File: src/sfs_consts.vh
`ifndef SFS_CONSTS_VH
`define SFS_CONSTS_VH
// Register word addresses (byte address / 4)
`define SFS_ADDR_CTRL2 2'h0
`define SFS_ADDR_DATA 2'h1
`define SFS_ADDR_STATUS 2'h2
// Control register two field positions
`define SFS_BIT_FRAMED 15
`define SFS_BIT_DIR 14
`define SFS_BIT_POL 13
`define SFS_BIT_EDGE 1
`define SFS_BIT_ENH 0
`define SFS_CTRL2_RESET 16'h0000
`define SFS_CTRL2_MASK 16'hE003
// Status bit positions
`define SFS_ST_BUSY 0
`define SFS_ST_RXVALID 1
`define SFS_ST_TXFULL 2
`define SFS_ST_TXEMPTY 3
// Frame and clock timing, FIFO sizing
`define SFS_WORD_BITS 16
`define SFS_HALF_DIV 4
`define SFS_FIFO_DEPTH 8
`define SFS_FIFO_AW 3
`endif

File: src/sfs_fifo.v
`timescale 1ns/1ps
module sfs_fifo #(
  parameter WIDTH = 16,
  parameter DEPTH = 8,
  parameter AW = 3
) (
  input wire clk,
  input wire reset,
  input wire inValid,
  output wire inReady,
  input wire [WIDTH-1:0] inData,
  output wire outValid,
  input wire outReady,
  output reg [WIDTH-1:0] outData,
  output wire full,
  output wire empty
);
  reg [WIDTH-1:0] mem [0:DEPTH-1];
  reg [AW:0] wrPtr;
  reg [AW:0] rdPtr;
  reg haveOut;
  wire [AW:0] count;
  wire [AW+1:0] held;
  wire memEmpty;
  wire pop;
  assign count = wrPtr - rdPtr;
  assign memEmpty = (count == {(AW+1){1'b0}});
  // Word in the output register counts toward the depth, so DEPTH words in all
  assign held = {1'b0, count} + {{(AW+1){1'b0}}, haveOut};
  assign full = (held >= DEPTH[AW+1:0]);
  assign inReady = !full;
  assign outValid = haveOut;
  assign empty = memEmpty && !haveOut;
  // Output register refills when empty or being consumed
  assign pop = !memEmpty && (!haveOut || outReady);
  always @(posedge clk) begin
    if (reset) begin
      wrPtr <= {(AW+1){1'b0}};
      rdPtr <= {(AW+1){1'b0}};
      haveOut <= 1'b0;
      outData <= {WIDTH{1'b0}};
    end else begin
      if (inValid && !full) begin
        mem[wrPtr[AW-1:0]] <= inData;
        wrPtr <= wrPtr + 1'b1;
      end
      if (pop) begin
        outData <= mem[rdPtr[AW-1:0]];
        rdPtr <= rdPtr + 1'b1;
        haveOut <= 1'b1;
      end else if (outReady) begin
        haveOut <= 1'b0;
      end
    end
  end
endmodule // sfs_fifo

File: src/sfs_spi_framed.v
// The Avalon-MM register port and the register addresses are this design's own decisions.
`timescale 1ns/1ps
`include "sfs_consts.vh"
// Function
// Framed enable set turns slave select into frame sync line; clear disables framing.
// Direction one receives sync from peer; zero drives sync out as master.
// Polarity one means active-high sync, zero active-low, both directions.
// Edge select one: sync coincides with first bit clock; zero: precedes it.
// Enhanced buffer bit selects eight-deep FIFO; clear keeps single buffer.
// Control bits twelve to two read zero and ignore writes.
// Reset clears every implemented control bit.
// Software changes sync settings only while the port is idle.
module sfs_spi_framed #(
  parameter HALF_DIV = `SFS_HALF_DIV
) (
  input wire clk,
  input wire reset,
  input wire [1:0] avsAddress,
  input wire avsRead,
  input wire avsWrite,
  input wire [31:0] avsWriteData,
  input wire [3:0] avsByteEnable,
  output reg [31:0] avsReadData,
  output wire avsWaitRequest,
  input wire sckIn,
  output reg sckOut,
  output reg sckOe_n,
  input wire slaveSelectIn,
  output reg slaveSelectOut,
  output reg slaveSelectOe_n,
  input wire sdi,
  output reg sdo
);
  localparam ST_IDLE = 4'h1;
  localparam ST_SYNC = 4'h2;
  localparam ST_SHIFT = 4'h4;
  localparam ST_DONE = 4'h8;

  reg [15:0] ctrl2;
  reg [3:0] state;
  reg [15:0] txShift;
  reg [15:0] rxShift;
  reg [15:0] rxHold;
  reg rxValid;
  reg [4:0] bitCnt;
  reg [7:0] divCnt;
  reg ackPending;
  reg [15:0] singleTx;
  reg singleTxValid;
  reg sckMeta, sckSync, sckPrev;
  reg ssMeta, ssSync;
  reg sdiMeta, sdiSync;
  reg syncArmed;

  wire framed = ctrl2[`SFS_BIT_FRAMED];
  wire syncIn = ctrl2[`SFS_BIT_DIR];
  wire syncHigh = ctrl2[`SFS_BIT_POL];
  wire syncCoincide = ctrl2[`SFS_BIT_EDGE];
  wire enhanced = ctrl2[`SFS_BIT_ENH];
  wire busWrite = avsWrite && !ackPending;
  wire busRead = avsRead && !ackPending;
  wire fifoInReady;
  wire fifoOutValid;
  wire [15:0] fifoOutData;
  wire fifoFull;
  wire fifoEmpty;
  wire fifoPush;
  wire txAvail;
  wire [15:0] txWord;
  wire takeTx;
  wire ssActive;
  wire sckRise;
  wire sckFall;
  wire slaveMode;
  wire busy;
  wire txFull;
  wire [15:0] ctrlWrite;

  // Masked before the byte split so every lane keeps its width
  assign ctrlWrite = avsWriteData[15:0] & `SFS_CTRL2_MASK;
  // One-cycle wait on every access keeps read data registered
  assign avsWaitRequest = (avsRead || avsWrite) && !ackPending;

  // Ingress choice: FIFO in enhanced mode, single buffer otherwise
  assign fifoPush = busWrite && avsAddress == `SFS_ADDR_DATA && enhanced && avsByteEnable[0];
  assign txAvail = enhanced ? fifoOutValid : singleTxValid;
  assign txWord = enhanced ? fifoOutData : singleTx;
  assign txFull = enhanced ? fifoFull : singleTxValid;
  assign busy = (state != ST_IDLE);

  // Framed slave takes sync and clock from the peer
  assign slaveMode = framed && syncIn;
  assign ssActive = syncHigh ? ssSync : !ssSync;
  assign sckRise = sckSync && !sckPrev;
  assign sckFall = !sckSync && sckPrev;
  assign takeTx = (state == ST_IDLE) && txAvail && (!slaveMode || (syncArmed && ssActive));

  sfs_fifo #(
    .WIDTH(16),
    .DEPTH(`SFS_FIFO_DEPTH),
    .AW(`SFS_FIFO_AW)
  ) u_fifo (
    .clk(clk),
    .reset(reset),
    .inValid(fifoPush),
    .inReady(fifoInReady),
    .inData(avsWriteData[15:0]),
    .outValid(fifoOutValid),
    .outReady(takeTx && enhanced),
    .outData(fifoOutData),
    .full(fifoFull),
    .empty(fifoEmpty)
  );

  // Pin inputs pass two flops before use
  always @(posedge clk) begin
    if (reset) begin
      sckMeta <= 1'b0;
      sckSync <= 1'b0;
      sckPrev <= 1'b0;
      ssMeta <= 1'b0;
      ssSync <= 1'b0;
      sdiMeta <= 1'b0;
      sdiSync <= 1'b0;
    end else begin
      sckMeta <= sckIn;
      sckSync <= sckMeta;
      sckPrev <= sckSync;
      ssMeta <= slaveSelectIn;
      ssSync <= ssMeta;
      sdiMeta <= sdi;
      sdiSync <= sdiMeta;
    end
  end

  // Register file and bus handshake
  always @(posedge clk) begin
    if (reset) begin
      ctrl2 <= `SFS_CTRL2_RESET;
      ackPending <= 1'b0;
      avsReadData <= 32'h00000000;
      singleTx <= 16'h0000;
      singleTxValid <= 1'b0;
    end else begin
      ackPending <= (avsRead || avsWrite) && !ackPending;
      if (takeTx && !enhanced)
        singleTxValid <= 1'b0;
      if (busWrite) begin
        case (avsAddress)
          `SFS_ADDR_CTRL2: begin
            // Unimplemented bits are masked off so they stay zero
            if (avsByteEnable[0])
              ctrl2[7:0] <= ctrlWrite[7:0];
            if (avsByteEnable[1])
              ctrl2[15:8] <= ctrlWrite[15:8];
          end
          `SFS_ADDR_DATA: begin
            // Write to a full single buffer is dropped
            if (!enhanced && !singleTxValid && avsByteEnable[0]) begin
              singleTx <= avsWriteData[15:0];
              singleTxValid <= 1'b1;
            end
          end
          default: begin
          end
        endcase
      end
      if (busRead) begin
        case (avsAddress)
          `SFS_ADDR_CTRL2: avsReadData <= {16'h0000, ctrl2 & `SFS_CTRL2_MASK};
          `SFS_ADDR_DATA: avsReadData <= {16'h0000, rxHold};
          `SFS_ADDR_STATUS: avsReadData <= {28'h0000000, !txAvail, txFull, rxValid, busy};
          default: avsReadData <= 32'h00000000;
        endcase
      end
    end
  end

  // Frame engine; settings are assumed stable while busy
  always @(posedge clk) begin
    if (reset) begin
      state <= ST_IDLE;
      txShift <= 16'h0000;
      rxShift <= 16'h0000;
      rxHold <= 16'h0000;
      rxValid <= 1'b0;
      bitCnt <= 5'h00;
      divCnt <= 8'h00;
      sckOut <= 1'b0;
      sckOe_n <= 1'b1;
      slaveSelectOut <= 1'b1;
      slaveSelectOe_n <= 1'b1;
      sdo <= 1'b0;
      syncArmed <= 1'b0;
    end else begin
      if (busRead && avsAddress == `SFS_ADDR_DATA)
        rxValid <= 1'b0;
      // Master drives clock; framed slave releases it to the peer
      sckOe_n <= slaveMode;
      // Sync pin driven only in framed master mode
      slaveSelectOe_n <= !(framed && !syncIn);
      // Slave arms on inactive sync so one pulse starts one frame
      if (!ssActive)
        syncArmed <= 1'b1;
      else if (takeTx)
        syncArmed <= 1'b0;
      case (state)
        ST_IDLE: begin
          sckOut <= 1'b0;
          slaveSelectOut <= framed ? !syncHigh : 1'b1;
          divCnt <= 8'h00;
          if (takeTx) begin
            txShift <= txWord;
            sdo <= txWord[15];
            bitCnt <= 5'h00;
            if (framed && !syncIn) begin
              slaveSelectOut <= syncHigh;
              state <= syncCoincide ? ST_SHIFT : ST_SYNC;
            end else begin
              slaveSelectOut <= framed ? !syncHigh : 1'b0;
              state <= ST_SHIFT;
            end
          end
        end
        ST_SYNC: begin
          // Pulse lasts one bit period ahead of the first clock
          if (divCnt == HALF_DIV * 2 - 1) begin
            divCnt <= 8'h00;
            slaveSelectOut <= !syncHigh;
            state <= ST_SHIFT;
          end else
            divCnt <= divCnt + 8'h01;
        end
        ST_SHIFT: begin
          if (slaveMode) begin
            if (sckRise) begin
              rxShift <= {rxShift[14:0], sdiSync};
              bitCnt <= bitCnt + 5'h01;
            end
            if (sckFall) begin
              txShift <= {txShift[14:0], 1'b0};
              sdo <= txShift[14];
              if (bitCnt == `SFS_WORD_BITS)
                state <= ST_DONE;
            end
          end else begin
            if (divCnt == HALF_DIV - 1) begin
              divCnt <= 8'h00;
              sckOut <= !sckOut;
              if (!sckOut) begin
                rxShift <= {rxShift[14:0], sdiSync};
                bitCnt <= bitCnt + 5'h01;
                // Coincident pulse ends on the first rising bit clock edge
                if (framed && bitCnt == 5'h00)
                  slaveSelectOut <= !syncHigh;
              end else begin
                txShift <= {txShift[14:0], 1'b0};
                sdo <= txShift[14];
                if (bitCnt == `SFS_WORD_BITS)
                  state <= ST_DONE;
              end
            end else
              divCnt <= divCnt + 8'h01;
          end
        end
        ST_DONE: begin
          rxHold <= rxShift;
          rxValid <= 1'b1;
          sckOut <= 1'b0;
          slaveSelectOut <= framed ? !syncHigh : 1'b1;
          state <= ST_IDLE;
        end
        default: state <= ST_IDLE;
      endcase
    end
  end
endmodule // sfs_spi_framed

File: config.mk
export PLATFORM = sky130hd
export DESIGN_NAME = sfs_spi_framed
export DESIGN_NICKNAME = d
export VERILOG_FILES = /design/src/sfs_fifo.v /design/src/sfs_spi_framed.v
export VERILOG_INCLUDE_DIRS = /design/src
export SDC_FILE = /design/constraint.sdc
export NUM_CORES = 1
export LEC_CHECK = 0
export BUFFER_PORTS_ARGS = -buffer_cell sky130_fd_sc_hd__buf_2
export CORE_MARGIN = 2
export CORE_UTILIZATION = 35
export CTS_CLUSTER_DIAMETER = 120
export DETAILED_ROUTE_END_ITERATION = 16
export PLACE_DENSITY = 0.52
export SLEW_MARGIN = 30
export SYNTH_ARGS = -nofsm -noshare
export SYNTH_HDL_FRONTEND = slang
export SYNTH_HIERARCHICAL = 1
export SYNTH_SLANG_ARGS = --single-unit
File: constraint.sdc
create_clock -name clk -period 4.5 [get_ports clk]
set_clock_uncertainty 0.2 [all_clocks]
set_input_delay 0.225 -clock clk [delete_from_list [all_inputs] [get_ports clk]]
set_output_delay 0.225 -clock clk [all_outputs]
set_load 0.01 [all_outputs]
==> flow_summary.rst <==
.. list-table::
   :header-rows: 1

   * - Metric
     - Value
   * - Number of vias in the routed layout
     - 7282
   * - Crit. End Element
     - flip-flop
   * - IR Drop Worst-Case VDD
     - 0.365 mV
   * - Via count of the first global-routing pass
     - 7028
   * - Fin nets
     - 1067
   * - TritonCTS Buffers
     - 29
   * - CTS H-tree depth
     - 1
   * - Area growth from synthesis to layout
     - 16.3%
   * - Slowest cell on the critical path
     - or4_1
   * - CTS tree
     - yes
   * - Worst max-slew margin expressed relative to the limit
     - 0.417
   * - Port bufs
     - 48
   * - Number of max-cap violations
     - 0
   * - Die span in y
     - 183 um
   * - Global-route total usage across every layer
     - 0.145
   * - Post-Route WL
     - 24300 um
   * - WL/cell
     - 16.9 um
   * - Fin. Hold Viols
     - 0
   * - Crit-path max cell delay
     - 670 ps
   * - Residual DRC count
     - 0
   * - Arrival time of data at the critical path endpoint
     - 4090 ps
   * - Clock latency on the worst-skew pair
     - 560 ps
   * - Number of clock sinks seen by CTS
     - 270
   * - Initial antenna violation count
     - 0
   * - Clock root buffer
     - clkbuf_16
   * - Slew @ Worst Pin
     - 875 ps
   * - Final-layout setup total negative slack
     - 0 ps
   * - Die Footprint
     - 33500 sq um
   * - Synthesized instance count
     - 950
   * - Critical path buffers and inverters
     - 2
   * - Standard-cell row count
     - 65
   * - Total leakage power
     - 4.46 nW
   * - Clock transition at path regs
     - 60 ps
   * - Kind of cell adding the most delay to the critical path
     - simple AND/OR/NAND/NOR gates
   * - Initial core utilization
     - 0.356
   * - Yosys Warn Count
     - 6
   * - Final number of max-transition violations
     - 0
   * - Routability Congestion
     - 0.741
   * - Power density over the cells
     - 459 nW/um^2
   * - Hold Slack
     - 34.4 ps
   * - Half-perimeter wire length of the detailed placement result
     - 15700 um
   * - Count of TritonRoute iterations in the first routing pass
     - 4
   * - Post-route minimum period
     - 4060 ps
   * - Die width
     - 183 um
   * - Type of element launching the critical path
     - flip-flop
   * - GR Overflow Total
     - 0
   * - Post-Synthesis Mean Instance Area
     - 11.8 sq um
   * - Critical path type
     - reg -> reg
   * - Layout cell share with drive strength beyond 1
     - 0.173
   * - Result of the run
     - completed
   * - Maximum fanout encountered on the critical timing path
     - 16
   * - Sum of internal, switching and leakage power
     - 5.99 mW
   * - Number of gates resized after cts
     - 0
   * - Count of antenna diodes in the layout
     - 0
   * - Hold crit path type
     - in -> reg
   * - Crit path required time
     - 4530 ps
   * - Portion of the clock cycle consumed by the worst path in the final layout
     - 0.902
   * - Largest net degree at the start of global routing
     - 82
   * - Cell area reported after detailed placement
     - 11900 sq um
   * - Average vias per placed instance
     - 5.07
   * - Setup-violating endpoint count in the final report
     - 0
   * - Post-route design area
     - 13100 sq um
   * - Initial detailed-routing violation count
     - 457
   * - Unrepaired setup endpoints after global routing
     - no
   * - Non-Filler Instances
     - 1436
   * - Number of instances in the placed design
     - 1355
   * - Boundary pin count
     - 83
   * - Chain of cells forming the critical path
     - inv_1 > ha_1 > fa_1 > xor2_1 > nand3b_1 > xor3_1 > or4_1 > nor4b_4 > buf_4
   * - Post-route ant nets
     - 0
   * - CORE AREA
     - 31600 sq um
   * - Summed instance area of the synthesized netlist
     - 11200 sq um
   * - Max Clk Rate
     - 246 MHz
   * - Buffer levels on the longest clock path
     - 3
   * - First-pass GRT wire length
     - 39100 um
## flip-flops by register name (all words and copies together) (netlist names), 4 cells and up
signal / count
singleTx: 16
txShift: 15
ctrl2: 5
rxShift: 16
state: 4
u_fifo/outData: 16
rxHold: 16
u_fifo/wrPtr: 4
avsReadData: 16
bitCnt: 5
u_fifo/mem: 128
divCnt: 8
u_fifo/rdPtr: 4
## layer usage
| metal | share of wire | GRT usage | wire length, um |
|---|---|---|---|
| met1 | 0.51 | 0.215 | 12300 |
| met2 | 0.44 | 0.223 | 10600 |
| met5 | 0 | 0 | 0 |
| met4 | 0.019 | 0.0326 | 453 |
| met3 | 0.034 | 0.0218 | 824 |
## cell type report
class,instances,area (sq um)
fillers,3005,18500
clock buffers,43,837
well taps,402,503
flip-flops and latches,270,6690
repair buffers,98,686
inverters,17,63.8
multi-input cells,595,4190
clock inverters,11,87.6
## report_power, final
group	switching, mW	internal [mW]
clock	0.944	1.34
combinational	0.576	0.420
sequential	0.0603	2.65
total	1.58	4.41
## path summary, 6_finish.rpt
kind / start / cells past startpoint / endpoint / slack (ps)
setup / recovery: u_fifo/wrPtr[0] / 9 / u_fifo/mem[5][4] / 440
hold / removal: avsAddress[0] / 4 / avsReadData[15] / 30
setup reg to reg: u_fifo/wrPtr[0] / 9 / u_fifo/mem[5][4] / 440
hold reg to reg: sckMeta / 1 / sckSync / 240
## worst reg2reg max path, stage by stage, from the launching register on
cell and delay (ps):
dfxtp_1 560, inv_1 210, ha_1 280, fa_1 440, xor2_1 220, nand3b_1 200
xor3_1 320, or4_1 670, nor4b_4 320, buf_4 300
## cells in the final DEF, fill, tap and decap left out, drive strengths merged, types with 10 or more instances in the layout
cell type,n
a21oi,95
a22oi,12
a311oi,19
buf,71
clkbuf,43
clkinv,10
conb,16
dfxtp,142
dlygate4sd3,27
edfxtp,128
ha,10
inv,17
mux2i,42
mux4,32
nand2,125
nand3,12
nor2,60
nor2b,15
o2111ai,16
o21ai,32
## timing repair
item	CTS	global route
buffers inserted	0	0
hold buffers	27	0
endpoints found under the hold margin	177	0
## per-stage QoR
stage               worst slack, ps   util
detailed placement              447  0.376
finish                          440  0.414
global placement                514  0.375
CTS                             397  0.414
global route                    174  0.414
floorplan                      -323      -
Note: power is estimated with default switching activity, not from simulation.
